`src/ppa_pkg.sv`:
```
// Purpose: Shared constants and carrier types of the pulse positioning axis
// Assumes: 100 MHz system clock, 32-bit AXI4-Lite register bus
// Notes:   Speeds are phase-accumulator increments, f = speed * 100 MHz / 2**32
package ppa_pkg;

  //////////////////////////////////////////////////////////////////////////////
  // Register map, byte addresses
  localparam int         ADDR_W         = 8;
  localparam logic [7:0] REG_CMD        = 8'h00;
  localparam logic [7:0] REG_STATUS     = 8'h04;
  localparam logic [7:0] REG_TARGET     = 8'h08;
  localparam logic [7:0] REG_RUN_SPEED  = 8'h0c;
  localparam logic [7:0] REG_HOME_SPEED = 8'h10;
  localparam logic [7:0] REG_CREEP      = 8'h14;
  localparam logic [7:0] REG_RAMP_STEP  = 8'h18;
  localparam logic [7:0] REG_POSITION   = 8'h1c;

  // Status bit positions
  localparam int ST_BUSY    = 0;
  localparam int ST_DONE    = 1;
  localparam int ST_REFUSED = 2;
  localparam int ST_FAULT   = 3;
  localparam int ST_POS_OK  = 4;
  localparam int ST_DIR     = 5;
  localparam int ST_NEAR    = 6;
  localparam int ST_ZERO    = 7;
  localparam int ST_FWD_LIM = 8;
  localparam int ST_BWD_LIM = 9;
  localparam int ST_ENABLE  = 10;

  localparam logic [1:0] RESP_OKAY   = 2'h0;
  localparam logic [1:0] RESP_SLVERR = 2'h2;

  //////////////////////////////////////////////////////////////////////////////
  // Timing
  localparam int CLK_NS       = 10;
  localparam int RAMP_TICK_NS = 1000;
  localparam int RAMP_DIV     = RAMP_TICK_NS / CLK_NS;

  //////////////////////////////////////////////////////////////////////////////
  // Types
  typedef enum logic [2:0] {
    CMD_NONE, CMD_HOME_SEARCH, CMD_HOME_NO_SEARCH, CMD_REL, CMD_ABS, CMD_VAR, CMD_PULSE
  } ppa_cmd_t;

  typedef struct packed {
    logic near;
    logic zero;
    logic fwd_lim;
    logic bwd_lim;
    logic enable;
  } ppa_sens_t;

  typedef struct packed {
    logic signed [31:0] target;
    logic [31:0]        run_speed;
    logic [31:0]        home_speed;
    logic [31:0]        creep_speed;
    logic [31:0]        ramp_step;
  } ppa_cfg_t;

  localparam ppa_cfg_t CFG_RST = '{
    target:      32'sh0000_0000,
    run_speed:   32'h0010_0000,
    home_speed:  32'h0010_0000,
    creep_speed: 32'h0001_0000,
    ramp_step:   32'h0000_1000
  };

endpackage

```
`src/ppa_ramp.sv`:
```
// Purpose: Speed ramp, moves the output rate toward a target rate in steps
// Assumes: One step per ramp tick; step of zero means jump at once
// Notes:   Hold forces the rate to zero immediately
`timescale 1ns/100ps
`default_nettype none
module ppa_ramp #(
  parameter int TICK_DIV = ppa_pkg::RAMP_DIV
) (
  input  wire logic        sys_clk,
  input  wire logic        rstn,
  input  wire logic [31:0] target,
  input  wire logic [31:0] step,
  input  wire logic        hold,
  output logic      [31:0] rate
);

  if (TICK_DIV < 1 || TICK_DIV > 65536) begin : g_chk
    $error("ppa_ramp: TICK_DIV out of range");
  end

  typedef struct packed {
    logic [15:0] div;
    logic [31:0] rate;
  } ppa_ramp_st_t;

  ppa_ramp_st_t q;
  ppa_ramp_st_t d;

  always_comb begin
    d = q;
    d.div = (q.div == 16'(TICK_DIV - 1)) ? 16'h0000 : q.div + 16'h0001;
    if (hold) begin
      d.rate = 32'h0000_0000;
    end else if (step == 32'h0000_0000) begin
      d.rate = target;
    end else if (q.div == 16'(TICK_DIV - 1)) begin
      // Ramp rather than jump on every speed change
      if (q.rate < target) begin
        d.rate = (target - q.rate > step) ? q.rate + step : target;
      end else if (q.rate > target) begin
        d.rate = (q.rate - target > step) ? q.rate - step : target;
      end
    end
  end

  always_ff @(posedge sys_clk or negedge rstn) begin
    if (!rstn) begin
      q <= '0;
    end else begin
      q <= d;
    end
  end

  assign rate = q.rate;

endmodule
`default_nettype wire

```
`src/ppa_pulse_gen.sv`:
```
// Purpose: Phase-accumulator pulse generator
// Assumes: Rate below 2**31, so at most one pulse per clock
// Notes:   Pulse is the accumulator MSB, about 50 % duty; step marks its rise
`timescale 1ns/100ps
`default_nettype none
module ppa_pulse_gen (
  input  wire logic        sys_clk,
  input  wire logic        rstn,
  input  wire logic [31:0] rate,
  input  wire logic        run,
  output logic             pulse,
  output logic             step
);

  typedef struct packed {
    logic [31:0] acc;
    logic        step;
  } ppa_pg_st_t;

  ppa_pg_st_t q;
  ppa_pg_st_t d;

  // Runs by itself once started, no software pacing
  always_comb begin
    d.acc  = run ? q.acc + rate : 32'h0000_0000;
    d.step = !q.acc[31] && d.acc[31];
  end

  always_ff @(posedge sys_clk or negedge rstn) begin
    if (!rstn) begin
      q <= '0;
    end else begin
      q <= d;
    end
  end

  assign pulse = q.acc[31];
  assign step  = q.step;

endmodule
`default_nettype wire

```
`src/ppa_axis.sv`:
```
// Purpose: Single-axis pulse/direction positioning controller with AXI4-Lite
// Assumes: Sensor pins are asynchronous and pass a two-stage synchroniser
// Notes:   Stops are abrupt; starts from zero and speed changes while running are ramped
`timescale 1ns/100ps
`default_nettype none
////////////////////////////////////////////////////////////////////////////////
// Summary of operation
// - Searching home runs at homing speed and hunts the near-point sensor itself.
// - Near-point sensor going active during homing slows the axis to creep speed.
// - Searching home stops at zero-point input while creeping, then reports done.
// - Non-searching home stops when near-point sensor goes inactive, then done.
// - Near-point release at carriage trailing end stops pulses and means origin.
// - Relative move runs at set speed for commanded displacement from here.
// - Absolute move runs at set speed until position equals target.
// - Variable-speed run ramps to a changed speed instead of jumping.
// - Variable-speed run stops pulsing once command enable drops.
// - Position is signed 32-bit in pulse units.
// - Position counts up or down with each pulse by direction, except pulses of the plain pulse command.
// - Retained drive position is loaded as current coordinate before moving.
// - Plain pulse command drives pulses only, leaving direction alone.
// - Direction output is high for forward travel, low for reverse.
// - First valid command owns the output; later ones are refused meanwhile.
// - Pulse generation runs independently once a command has started.
module ppa_axis #(
  parameter int RAMP_DIV = ppa_pkg::RAMP_DIV
) (
  input  wire logic                      sys_clk,
  input  wire logic                      rstn,
  input  wire logic [ppa_pkg::ADDR_W-1:0] s_axi_awaddr,
  input  wire logic                      s_axi_awvalid,
  output logic                           s_axi_awready,
  input  wire logic [31:0]               s_axi_wdata,
  input  wire logic [3:0]                s_axi_wstrb,
  input  wire logic                      s_axi_wvalid,
  output logic                           s_axi_wready,
  output logic [1:0]                     s_axi_bresp,
  output logic                           s_axi_bvalid,
  input  wire logic                      s_axi_bready,
  input  wire logic [ppa_pkg::ADDR_W-1:0] s_axi_araddr,
  input  wire logic                      s_axi_arvalid,
  output logic                           s_axi_arready,
  output logic [31:0]                    s_axi_rdata,
  output logic [1:0]                     s_axi_rresp,
  output logic                           s_axi_rvalid,
  input  wire logic                      s_axi_rready,
  input  wire logic                      near_point_sensor,
  input  wire logic                      zero_point,
  input  wire logic                      fwd_limit,
  input  wire logic                      bwd_limit,
  input  wire logic                      cmd_enable,
  output logic                           pulse_out,
  output logic                           dir_out,
  output logic                           busy,
  output logic                           done
);

  typedef enum logic [2:0] {S_IDLE, S_DIR, S_MOVE, S_VAR, S_HFAST, S_HCREEP} ppa_mst_t;

  typedef struct packed {
    ppa_pkg::ppa_sens_t         s1;
    ppa_pkg::ppa_sens_t         s2;
    logic                       near_p;
    logic                       zero_p;
    logic                       aw_v;
    logic [ppa_pkg::ADDR_W-1:0] aw_a;
    logic                       w_v;
    logic [31:0]                w_d;
    logic [3:0]                 w_s;
    logic                       b_v;
    logic [1:0]                 b_r;
    logic                       r_v;
    logic [1:0]                 r_r;
    logic [31:0]                r_d;
    ppa_pkg::ppa_cfg_t          cfg;
    logic signed [31:0]         pos;
    logic [31:0]                remain;
    logic                       pos_ok;
    logic                       done_st;
    logic                       ref_st;
    logic                       flt_st;
    logic                       dir;
    logic                       done;
    logic                       track;
    logic                       search;
    ppa_pkg::ppa_cmd_t          cmd;
    ppa_mst_t                   st;
    ppa_mst_t                   nxt;
  } ppa_main_t;

  ppa_main_t   q;
  ppa_main_t   n;
  logic [31:0] rate_tgt;
  logic [31:0] rate;
  logic        hold;
  logic        run;
  logic        step;

  //////////////////////////////////////////////////////////////////////////////
  function automatic logic [31:0] merge(input logic [31:0] old, input logic [31:0] nw,
                                        input logic [3:0] strb);
    logic [31:0] r;
    r = old;
    for (int i = 0; i < 4; i++) begin
      if (strb[i]) begin
        r[8*i +: 8] = nw[8*i +: 8];
      end
    end
    return r;
  endfunction

  // 33 bits so target minus position can never overflow
  function automatic logic [31:0] magn(input logic signed [32:0] v);
    logic signed [32:0] a;
    a = (v < 0) ? -v : v;
    return a[31:0];
  endfunction

  //////////////////////////////////////////////////////////////////////////////
  always_comb begin
    logic                 wr;
    logic                 start;
    ppa_pkg::ppa_cmd_t    code;
    ppa_pkg::ppa_sens_t   sn;
    logic                 stop;
    logic                 homed;
    logic                 lim;
    logic signed [32:0]   diff;
    logic [31:0]          status;
    wr     = q.aw_v && q.w_v && !q.b_v;
    start  = 1'b0;
    code   = ppa_pkg::CMD_NONE;
    sn     = q.s2;
    stop   = 1'b0;
    homed  = 1'b0;
    lim    = 1'b0;
    diff   = 33'sh0_0000_0000;
    status = 32'h0000_0000;
    n      = q;
    n.done = 1'b0;

    n.s1     = '{near: near_point_sensor, zero: zero_point, fwd_lim: fwd_limit,
                 bwd_lim: bwd_limit, enable: cmd_enable};
    n.s2     = q.s1;
    n.near_p = sn.near;
    n.zero_p = sn.zero;

    status[ppa_pkg::ST_BUSY]    = q.st != S_IDLE;
    status[ppa_pkg::ST_DONE]    = q.done_st;
    status[ppa_pkg::ST_REFUSED] = q.ref_st;
    status[ppa_pkg::ST_FAULT]   = q.flt_st;
    status[ppa_pkg::ST_POS_OK]  = q.pos_ok;
    status[ppa_pkg::ST_DIR]     = q.dir;
    status[ppa_pkg::ST_NEAR]    = sn.near;
    status[ppa_pkg::ST_ZERO]    = sn.zero;
    status[ppa_pkg::ST_FWD_LIM] = sn.fwd_lim;
    status[ppa_pkg::ST_BWD_LIM] = sn.bwd_lim;
    status[ppa_pkg::ST_ENABLE]  = sn.enable;

    ////////////////////////////////////////////////////////////////////////////
    // Bus slave
    if (s_axi_awvalid && !q.aw_v && !q.b_v) begin
      n.aw_v = 1'b1;
      n.aw_a = s_axi_awaddr;
    end
    if (s_axi_wvalid && !q.w_v && !q.b_v) begin
      n.w_v = 1'b1;
      n.w_d = s_axi_wdata;
      n.w_s = s_axi_wstrb;
    end
    if (q.b_v && s_axi_bready) begin
      n.b_v = 1'b0;
    end
    if (q.r_v && s_axi_rready) begin
      n.r_v = 1'b0;
    end
    if (wr) begin
      n.aw_v = 1'b0;
      n.w_v  = 1'b0;
      n.b_v  = 1'b1;
      n.b_r  = ppa_pkg::RESP_OKAY;
      case (q.aw_a)
        ppa_pkg::REG_CMD: begin
          start = q.w_s[0];
          code  = ppa_pkg::ppa_cmd_t'(q.w_d[2:0]);
        end
        ppa_pkg::REG_STATUS: begin
          n.done_st = q.done_st && !(q.w_s[0] && q.w_d[ppa_pkg::ST_DONE]);
          n.ref_st  = q.ref_st && !(q.w_s[0] && q.w_d[ppa_pkg::ST_REFUSED]);
          n.flt_st  = q.flt_st && !(q.w_s[0] && q.w_d[ppa_pkg::ST_FAULT]);
        end
        ppa_pkg::REG_TARGET:     n.cfg.target = merge(q.cfg.target, q.w_d, q.w_s);
        ppa_pkg::REG_RUN_SPEED:  n.cfg.run_speed = merge(q.cfg.run_speed, q.w_d, q.w_s);
        ppa_pkg::REG_HOME_SPEED: n.cfg.home_speed = merge(q.cfg.home_speed, q.w_d, q.w_s);
        ppa_pkg::REG_CREEP:      n.cfg.creep_speed = merge(q.cfg.creep_speed, q.w_d, q.w_s);
        ppa_pkg::REG_RAMP_STEP:  n.cfg.ramp_step = merge(q.cfg.ramp_step, q.w_d, q.w_s);
        ppa_pkg::REG_POSITION: begin
          // Load retained drive position; ignored while moving
          if (q.st == S_IDLE) begin
            n.pos    = merge(q.pos, q.w_d, q.w_s);
            n.pos_ok = 1'b1;
          end
        end
        default: n.b_r = ppa_pkg::RESP_SLVERR;
      endcase
    end
    if (s_axi_arvalid && !q.r_v) begin
      n.r_v = 1'b1;
      n.r_r = ppa_pkg::RESP_OKAY;
      case (s_axi_araddr)
        ppa_pkg::REG_CMD:        n.r_d = {29'h0000_0000, 3'(q.st == S_IDLE ? 3'h0 : q.cmd)};
        ppa_pkg::REG_STATUS:     n.r_d = status;
        ppa_pkg::REG_TARGET:     n.r_d = q.cfg.target;
        ppa_pkg::REG_RUN_SPEED:  n.r_d = q.cfg.run_speed;
        ppa_pkg::REG_HOME_SPEED: n.r_d = q.cfg.home_speed;
        ppa_pkg::REG_CREEP:      n.r_d = q.cfg.creep_speed;
        ppa_pkg::REG_RAMP_STEP:  n.r_d = q.cfg.ramp_step;
        ppa_pkg::REG_POSITION:   n.r_d = q.pos;
        default: begin
          n.r_d = 32'h0000_0000;
          n.r_r = ppa_pkg::RESP_SLVERR;
        end
      endcase
    end

    ////////////////////////////////////////////////////////////////////////////
    // Motion sequencer
    if (step && q.track) begin
      n.pos = q.dir ? q.pos + 32'sd1 : q.pos - 32'sd1;
    end
    if (start && q.st != S_IDLE) begin
      n.ref_st = 1'b1;
    end
    case (q.st)
      S_IDLE: begin
        if (start && code != ppa_pkg::CMD_NONE) begin
          if (!sn.enable || code > ppa_pkg::CMD_PULSE
              || (code == ppa_pkg::CMD_ABS && !q.pos_ok)) begin
            n.ref_st = 1'b1;
          end else begin
            n.cmd    = code;
            n.st     = S_DIR;
            n.track  = code != ppa_pkg::CMD_PULSE;
            n.search = code == ppa_pkg::CMD_HOME_SEARCH;
            n.remain = 32'h0000_0000;
            case (code)
              ppa_pkg::CMD_REL: begin
                diff     = {q.cfg.target[31], q.cfg.target};
                n.dir    = !diff[32];
                n.remain = magn(diff);
                n.nxt    = S_MOVE;
              end
              ppa_pkg::CMD_ABS: begin
                diff     = {q.cfg.target[31], q.cfg.target} - {q.pos[31], q.pos};
                n.dir    = !diff[32];
                n.remain = magn(diff);
                n.nxt    = S_MOVE;
              end
              ppa_pkg::CMD_VAR: begin
                n.dir = !q.cfg.target[31];
                n.nxt = S_VAR;
              end
              ppa_pkg::CMD_PULSE: begin
                n.remain = q.cfg.target; // Direction left as it was
                n.nxt    = S_MOVE;
              end
              default: begin
                n.dir = 1'b0; // Homing heads backward
                n.nxt = S_HFAST;
              end
            endcase
          end
        end
      end
      S_DIR: begin
        // One idle clock with direction settled before pulsing
        if (q.nxt == S_MOVE && q.remain == 32'h0000_0000) begin
          stop = 1'b1;
        end else begin
          n.st = q.nxt;
        end
      end
      S_MOVE: begin
        if (step) begin
          n.remain = q.remain - 32'h0000_0001;
          stop     = q.remain == 32'h0000_0001;
        end
      end
      S_VAR: begin
        stop = !sn.enable;
      end
      S_HFAST: begin
        if (sn.near && !q.near_p) begin
          n.st = S_HCREEP;
        end
      end
      S_HCREEP: begin
        if (q.search) begin
          homed = sn.zero && !q.zero_p;
        end else begin
          homed = !sn.near && q.near_p;
        end
        stop = homed;
      end
      default: n.st = S_IDLE;
    endcase

    lim = q.dir ? sn.fwd_lim : sn.bwd_lim;
    if (lim && q.st inside {S_MOVE, S_VAR, S_HFAST, S_HCREEP} && !stop) begin
      if (q.st == S_HFAST && q.search && !q.dir) begin
        // Backward end reached without near-point: search forward instead
        n.dir = 1'b1;
        n.st  = S_DIR;
        n.nxt = S_HFAST;
      end else begin
        stop     = 1'b1;
        n.flt_st = 1'b1;
      end
    end
    if (homed) begin
      n.pos    = 32'sh0000_0000;
      n.pos_ok = 1'b1;
    end
    if (stop) begin
      n.st      = S_IDLE;
      n.done    = 1'b1;
      n.done_st = 1'b1;
    end
  end

  always_ff @(posedge sys_clk or negedge rstn) begin
    if (!rstn) begin
      q     <= '0;
      q.cfg <= ppa_pkg::CFG_RST;
    end else begin
      q <= n;
    end
  end

  //////////////////////////////////////////////////////////////////////////////
  // Speed select and pulse path
  always_comb begin
    case (q.st)
      S_MOVE, S_VAR: rate_tgt = q.cfg.run_speed;
      S_HFAST:       rate_tgt = q.cfg.home_speed;
      S_HCREEP:      rate_tgt = q.cfg.creep_speed;
      default:       rate_tgt = 32'h0000_0000;
    endcase
  end

  assign hold = q.st == S_IDLE || q.st == S_DIR;
  assign run  = !hold;

  ppa_ramp #(
    .TICK_DIV (RAMP_DIV)
  ) u_ramp (
    .sys_clk (sys_clk),
    .rstn    (rstn),
    .target  (rate_tgt),
    .step    (q.cfg.ramp_step),
    .hold    (hold),
    .rate    (rate)
  );

  ppa_pulse_gen u_pulse (
    .sys_clk (sys_clk),
    .rstn    (rstn),
    .rate    (rate),
    .run     (run),
    .pulse   (pulse_out),
    .step    (step)
  );

  assign dir_out       = q.dir;
  assign busy          = q.st != S_IDLE;
  assign done          = q.done;
  assign s_axi_awready = !q.aw_v && !q.b_v;
  assign s_axi_wready  = !q.w_v && !q.b_v;
  assign s_axi_bvalid  = q.b_v;
  assign s_axi_bresp   = q.b_r;
  assign s_axi_arready = !q.r_v;
  assign s_axi_rvalid  = q.r_v;
  assign s_axi_rresp   = q.r_r;
  assign s_axi_rdata   = q.r_d;

endmodule
`default_nettype wire

```
`config.mk`:
```
export PLATFORM = sky130hd
export DESIGN_NAME = ppa_axis
export DESIGN_NICKNAME = d
export VERILOG_FILES = /design/src/ppa_pkg.sv /design/src/ppa_ramp.sv /design/src/ppa_pulse_gen.sv /design/src/ppa_axis.sv
export SDC_FILE = /design/constraint.sdc
export NUM_CORES = 2
export LEC_CHECK = 0
export BUFFER_PORTS_ARGS = -buffer_cell sky130_fd_sc_hd__buf_4
export CAP_MARGIN = 20
export CORE_UTILIZATION = 48
export DETAILED_ROUTE_END_ITERATION = 16
export PLACE_DENSITY = 0.69
export REMOVE_ABC_BUFFERS = 1
export SETUP_SLACK_MARGIN = 0.4
export SLEW_MARGIN = 20
export SYNTH_ARGS = -nofsm -noshare
export SYNTH_HDL_FRONTEND = slang
export SYNTH_SLANG_ARGS = --single-unit
```
`constraint.sdc`:
```
create_clock -name sys_clk -period 15.8 [get_ports sys_clk]
set_clock_uncertainty 0.1 [all_clocks]
set_input_delay 0.79 -clock sys_clk [delete_from_list [all_inputs] [get_ports sys_clk]]
set_output_delay 0.79 -clock sys_clk [all_outputs]
set_load 0.005 [all_outputs]
```
; Word-level counts from Yosys, hierarchy flattened
; Index checks and enable logic that the tools add are counted.
[classes]
n_addsub = 12
magnitude_cmp = 7
n_eq_ne = 31
muxes = 79
bitwise = 1
reduce_logical = 112
[op_table]
columns = op, count
row1 = 2-to-1 mux 32 bit, 19
row2 = one-hot mux 32 bit (8 select lines), 1
row3 = one-hot mux 32 bit (3 select lines), 2
row4 = greater-than comparator 32 bit, 3
row5 = subtractor 32 bit, 3
row6 = AND reduction 3 bit, 22
row7 = adder 32 bit, 2
row8 = "== test 8 x 5 -> 1 bit, second input constant", 8
row9 = logical NOT 32 bit, 2
row10 = negator 32 bit, 2
row11 = one-hot mux 32 bit (2 select lines), 1
row12 = 2-to-1 mux 37 bit, 1
row13 = 2-to-1 mux 35 bit, 1
row14 = "less-than comparator 33 x 1 -> 1 bit, second input constant", 1
row15 = subtractor 32 x 32 -> 33 bit, 1
row16 = "adder 32 x 2 -> 32 bit, second input constant", 1
row17 = "== test 32 x 1 -> 1 bit, second input constant", 1
row18 = "== test 8 x 4 -> 1 bit, second input constant", 4
row19 = "less-than comparator 32 x 1 -> 1 bit, second input constant", 1
row20 = less-than comparator 32 bit, 1
row21 = 2-to-1 mux 8 bit, 4
row22 = "subtractor 32 x 1 -> 32 bit, second input constant", 1
row23 = "subtractor 32 x 2 -> 32 bit, second input constant", 1
row24 = logical AND 1 bit, 30
row25 = 34 further kinds, 129
[totals]
reg_bits = 418
input_bits = 64
wordCells = 304

; Longest topological paths before layout
[logic_depth]
word_depth = 12
mapped_depth = 33
ltp_nobuf = 28

; Modules after synthesis
; A second synthesis with hierarchy kept.
[hier_totals]
cells_unflattened = 4094
area_unflattened_um2 = 35265.1
[modules_own_cells]
columns = module, instances, cells_per_inst, area_each_um2, seq_area_each_um2
row1 = ppa_axis, 1, 2263, 21361.7, 8388.0
row2 = ppa_ramp, 1, 1497, 11053.1, 1201.2
row3 = ppa_pulse_gen, 1, 334, 2850.2, 825.8

; Worst setup path after synthesis
; Ideal clock, no wire load.
[synth_path]
path_kind = register to register
startpoint = register q[3] (netlist name)
endpoint = register u_ramp.q (netlist bit u_ramp.rate[8])
arrival_ns = 6.597
required_ns = 15.563
slack_ns = 8.966
path_stages_with_launch = 34
n_path_buf = 6
cell_sequence = dfrtp_1 -> clkbuf_1 -> buf_1 -> clkbuf_1 -> mux2i_1 -> nor2_1 -> a21oi_1 -> inv_1 -> ha_1 -> clkbuf_1 -> nand4_1 -> o221ai_1 -> a21o_1 -> a21oi_1 -> o21bai_1 -> o311a_1 -> a2111oi_0 -> o21a_1 -> nor2_1 -> a221oi_1 -> xnor2_1 -> ha_1 -> a21o_1 -> a21o_1 -> a21oi_1 -> o21ai_0 -> a311oi_1 -> nor2_1 -> clkbuf_1 -> and3_1 -> clkbuf_1 -> and3_1 -> a2111oi_0 -> a21oi_1
[synth_between]
elab_chain_len = 11
word_cells_on_any_way = 25
[synth_lines]
columns = item, line
row1 = start: declaration, ppa_axis.sv:90  ; ppa_main_t q;
row2 = start signal: assignment, ppa_axis.sv:335  ; q <= n;
row3 = == test 3 x 2 -> 1 bit, ppa_axis.sv:342  ; case (q.st)
row4 = OR reduction 2 bit, ppa_axis.sv:342
row5 = one-hot mux 32 bit (3 select lines), ppa_axis.sv:342
row6 = subtractor 32 bit, ppa_ramp.sv:41  ; d.rate = (q.rate - target > step) ? q.rate - step : target;
row7 = greater-than comparator 32 bit, ppa_ramp.sv:41
row8 = 2-to-1 mux 32 bit, ppa_ramp.sv:41
row9 = 2-to-1 mux 32 bit, ppa_ramp.sv:40  ; end else if (q.rate > target) begin
row10 = 2-to-1 mux 32 bit, ppa_ramp.sv:38  ; if (q.rate < target) begin
row11 = 2-to-1 mux 32 bit, ppa_ramp.sv:36  ; end else if (q.div == 16'(TICK_DIV - 1)) begin
row12 = 2-to-1 mux 32 bit, ppa_ramp.sv:34  ; end else if (step == 32'h0000_0000) begin
row13 = 2-to-1 mux 32 bit, ppa_ramp.sv:32  ; if (hold) begin
row14 = end signal: assignment, ppa_ramp.sv:48  ; q <= '0;
row15 = end signal: assignment, ppa_ramp.sv:50  ; q <= d;
row16 = end: declaration, ppa_ramp.sv:26  ; ppa_ramp_st_t q;
; Parallel ways exist; a longest one is shown, timed or not. The select of a mux whose other input is x is not followed.
; A chain may end at the register's enable or synchronous reset.

; Worst setup path after layout
[layout_path]
startpoint = register q[4] (netlist name)
endpoint = register u_ramp.q (netlist bit u_ramp.rate[4])
; Same word-level chain as after synthesis.

==> impl_summary.log <==
[metrics] headroom to the max-slew limit: 0.2734
[metrics] number of instances resized during post-cts repair: 0
[metrics] overall fraction of global-route tracks in use: 0.2953
[metrics] buffer depth of the longest clock path: 3
[metrics] cell-internal power: 0.003501 W
[metrics] Avg Synthesized Cell Area: 8.562 sq um
[metrics] total number of vias: 30.88k
[metrics] cell leakage power: 17.65 nW
[metrics] Die X-Extent: 269.1 um
[metrics] minimum setup slack after placement: 7.904 ns
[metrics] maximum clock frequency: 0.1241 GHz
[metrics] max-cap violations: 0
[metrics] final setup violation count: 0
[metrics] CTS buffer count: 45
[metrics] Net Sw Frac: 0.4808
[metrics] sw power: 0.003242 W
[metrics] number of max-slew violations in the final report: 0
[metrics] data arrival time of the worst path: 8.40 ns
[metrics] Setup crit start kind: flip-flop
[metrics] average wire per standard cell: 22.26 um
[metrics] CTS tree: built
[metrics] number of iterations in the first detailed-routing pass: 7
[metrics] number of filler cells placed in the layout: 6575
[metrics] worst vdd ir: 308.2 uV
[metrics] Main synth FF type: sky130_fd_sc_hd__dfrtp_1
[metrics] Antenna Cells: 0
[metrics] post-synthesis sequential area ratio: 0.3041
[metrics] count of hold buffers inserted by post-cts repair: 0
[metrics] total of buffers placed on input and output ports: 106
[metrics] M3 GR Usage: 0.03527
[metrics] post-route DRC violation count: 0
[metrics] required time worst endpoint: 16.14 ns
[metrics] leftover overflow at the end of global routing: 0
[metrics] post-synth design cell area: 34250 sq um
[metrics] CTS root buffer: sky130_fd_sc_hd__clkbuf_16
[metrics] register clock-pin slew on the reported worst setup and hold paths: 0.06 ns
[metrics] slew at the pin closest to its max-slew limit: 1.090 ns
[metrics] latest clock arrival within the worst-skew pair: 0.61 ns
[metrics] H-tree lvl count: 2
[metrics] relative contribution of combinational cells to total power: 0.617
[metrics] number of register bits inferred by synthesis: 416
[metrics] area of the core: 70270 sq um
[metrics] Post-Syn Instances: 4000
[metrics] largest net degree at the start of global routing: 173
[metrics] share of layout cells above drive strength 1: 0.1267
[metrics] count of warnings emitted by yosys: 0
[metrics] PwrDens: 181.6 nW/um^2
[metrics] type of element capturing the critical path: flip-flop
[metrics] leading cell types in the layout, fill and taps excluded: 411 x sky130_fd_sc_hd__dfrtp_1, 391 x sky130_fd_sc_hd__a21oi_1, 312 x sky130_fd_sc_hd__nand2_1, 312 x sky130_fd_sc_hd__nor2_1, 294 x sky130_fd_sc_hd__o21ai_0
[metrics] post-synthesis to final-layout area growth: 8.439%
[metrics] via density per instance: 6.237
[metrics] met1 demand-to-capacity share in global routing: 0.4004
[metrics] period utilisation layout: 0.5100
[metrics] GPL Wtd Cong: 0.9757
[metrics] HPWL Detailed: 85260 um
[metrics] clock share of power: 0.167
[metrics] Yosys cell types: 109
[metrics] 1st-iter DRT viols: 3031
[metrics] share of synthesized registers carrying an async set or reset: 1.000
[metrics] full die area: 72420 sq um
[metrics] Fin Setup TNS: 0 ns
[metrics] global-route wire length before repair: 170000 um
[metrics] count of flip-flops with a built-in enable after synthesis: 0
[metrics] y dimension of the die: 269.1 um
[metrics] count of buffers added by post-CTS timing repair for setup: 0
[metrics] TritonCTS sink count: 416
[metrics] initial antenna violation count: 0
[metrics] type of the most critical hold path: input port to asynchronous set/reset pin
[metrics] sequential cell fraction of total power: 0.215
[metrics] result of the run: completed
[metrics] met2 GRT Util: 0.4757
[metrics] Antenna Violating Nets Remaining: 0
[metrics] maximum net fanout on the critical path: 23
[metrics] Final Hold Fails: 0
[metrics] Total Routed Length: 110200 um
[metrics] final setup slack of the worst path: 7.742 ns
[metrics] startpoint-to-endpoint class of the critical path: flip-flop to flip-flop
[metrics] setup repair after global routing missed its margin: false
[metrics] commonest non-fill, non-tap cell in the layout: sky130_fd_sc_hd__dfrtp_1
[metrics] final layout net count: 4331
[metrics] num rows: 97
[metrics] Period minus WS final: 8.058 ns
[metrics] Most Crowded Layer GR: met2
[metrics] number of global-route vias before repair: 29.41k
[metrics] initial core utilization: 0.4874
[metrics] number of placed I/O pins: 109
## metrics by stage
stage               cell area (sq um)  hold slack (ns)  cells  power, W    util
finish                          37140          0.07047   4951  0.006743  0.5285
global placement                35550           0.2343   4866  0.005516  0.5059
detailed placement              35550           0.2347   4866  0.005557  0.5059
floorplan                       33230           0.2312   3783  0.004428       -
CTS                             37120           0.1236   4950  0.006693  0.5282
global route                    37140           0.1331   4951  0.007141  0.5285
## cell usage after synthesis, types with 23 or more instances
cell type                    n  share of area
sky130_fd_sc_hd__dfrtp_1   412           0.30
sky130_fd_sc_hd__a21oi_1   391          0.057
sky130_fd_sc_hd__nor2_1    317          0.035
sky130_fd_sc_hd__nand2_1   313          0.034
sky130_fd_sc_hd__o21ai_0   295          0.043
sky130_fd_sc_hd__ha_1      286           0.10
sky130_fd_sc_hd__inv_1     217          0.024
sky130_fd_sc_hd__mux2_2    206          0.068
sky130_fd_sc_hd__clkbuf_1  164          0.018
sky130_fd_sc_hd__a21o_1    145          0.032
sky130_fd_sc_hd__xnor2_1   121          0.031
sky130_fd_sc_hd__nand3_1    80          0.012
sky130_fd_sc_hd__nor3_1     70          0.010
sky130_fd_sc_hd__mux2i_1    68          0.020
sky130_fd_sc_hd__xor2_1     68          0.017
sky130_fd_sc_hd__o31ai_1    46          0.010
sky130_fd_sc_hd__a31oi_1    42         0.0077
sky130_fd_sc_hd__nand2b_1   42         0.0077
sky130_fd_sc_hd__and3_1     37         0.0068
sky130_fd_sc_hd__buf_4      36         0.0079
sky130_fd_sc_hd__a221oi_1   35         0.0090
sky130_fd_sc_hd__nand4_1    35         0.0064
sky130_fd_sc_hd__or3_1      35         0.0064
sky130_fd_sc_hd__nor2b_1    34         0.0062
sky130_fd_sc_hd__o21a_1     30         0.0066
sky130_fd_sc_hd__o21bai_1   28         0.0061
sky130_fd_sc_hd__nor4_1     27         0.0049
sky130_fd_sc_hd__and2_1     25         0.0046
sky130_fd_sc_hd__a211oi_1   23         0.0050
sky130_fd_sc_hd__a222oi_1   23         0.0067
sky130_fd_sc_hd__or2_2      23         0.0042
## per-layer routing
layer  wire [um]  vias to the layer above
li1            -                    14536
met1       46970                    14858
met2       50310                     1267
met3        7984                      217
met4        4953                        0
met5           0                        -
## flip-flops by register name, summed over array words and instances, names as in the netlist
signal and count:
u_ramp.rate 32, u_pulse.q 31, dir_out 1, s_axi_rresp 1, s_axi_bresp 1, s_axi_rdata 32, q 290, s_axi_bvalid 1
u_pulse.pulse 1, n 7, u_pulse.step 1, u_ramp.q 16, done 1, s_axi_rvalid 1
## critical path, cell delays in order (launching register included)
cell and delay (ns):
sky130_fd_sc_hd__dfrtp_1 0.46, sky130_fd_sc_hd__nand2b_1 0.40, sky130_fd_sc_hd__o21ai_0 0.77, sky130_fd_sc_hd__ha_1 0.39
sky130_fd_sc_hd__nor2b_1 0.13, sky130_fd_sc_hd__o21ai_0 0.21, sky130_fd_sc_hd__a21boi_0 0.19, sky130_fd_sc_hd__o21bai_1 0.21
sky130_fd_sc_hd__a21boi_0 0.14, sky130_fd_sc_hd__o21ai_0 0.37, sky130_fd_sc_hd__a21oi_1 0.25, sky130_fd_sc_hd__a2111oi_0 0.64
sky130_fd_sc_hd__o31ai_1 0.15, sky130_fd_sc_hd__a21oi_1 0.20, sky130_fd_sc_hd__xnor2_1 0.08, sky130_fd_sc_hd__ha_1 0.30
sky130_fd_sc_hd__nand2_1 0.08, sky130_fd_sc_hd__nor3_1 0.31, sky130_fd_sc_hd__o21ai_0 0.15, sky130_fd_sc_hd__a21o_1 0.18
sky130_fd_sc_hd__o211ai_1 0.09, sky130_fd_sc_hd__o21a_1 0.30, sky130_fd_sc_hd__o21a_1 0.73, sky130_fd_sc_hd__a21oi_1 0.08
sky130_fd_sc_hd__buf_4 0.22, sky130_fd_sc_hd__nor2_1 0.43, sky130_fd_sc_hd__o32a_1 0.26, sky130_fd_sc_hd__a21oi_1 0.07
## kinds of logic after synthesis
kind of cell,Yosys count,synth area share
compound gates,1293,0.2427
xor+xnor,189,0.04833
fa+ha+maj,293,0.1086
buf+inv,436,0.05378
flops,416,0.3041
mux,274,0.08761
other cells,1,0.0001095
simple gates,1098,0.1548
## power groups by stage
stage                     Clock [W]  Sequential, W  Combinational [W]
after detailed placement          0        0.00146            0.00410
after floorplan                   0        0.00134            0.00309
after global placement            0        0.00145            0.00406
final                       0.00113        0.00145            0.00416
after global routing        0.00118        0.00146            0.00450
after CTS                   0.00114        0.00144            0.00411
## area by class of cell
cell class,instances,area [sq um],share of cell area
Multi-Input combinational cell,3149,22040,0.5936
Timing Repair Buffer,144,1114,0.02998
Sequential cell,416,10420,0.2805
Clock inverter,19,257.7,0.006940
Tap cell,940,1176,0.03167
Clock buffer,65,1311,0.03531
Inverter,218,818.3,0.02203
## path summary, 6_finish.rpt
| path | startpoint | to | slack [ns] | cells past startpoint |
|---|---|---|---|---|
| worst max-delay path | q[4]$_DFF_PN0_ | u_ramp.rate[4]$_DFFE_PN0P_ | 7.74 | 27 |
| worst min-delay path | rstn | u_ramp.q[46]$_DFF_PN0_ | 0.07 | 1 |
| worst max register to register | q[4]$_DFF_PN0_ | u_ramp.rate[4]$_DFFE_PN0P_ | 7.74 | 27 |
| worst min register to register | n[327]$_DFF_PN0_ | q[327]$_DFF_PN0_ | 0.25 | 0 |
| max in group asynchronous | rstn | q[46]$_DFFE_PN0P_ | 13.27 | 3 |
| min in group sys_clk | near_point_sensor | n[331]$_DFF_PN0_ | 0.19 | 1 |
Power figures use the tool's default switching activity.
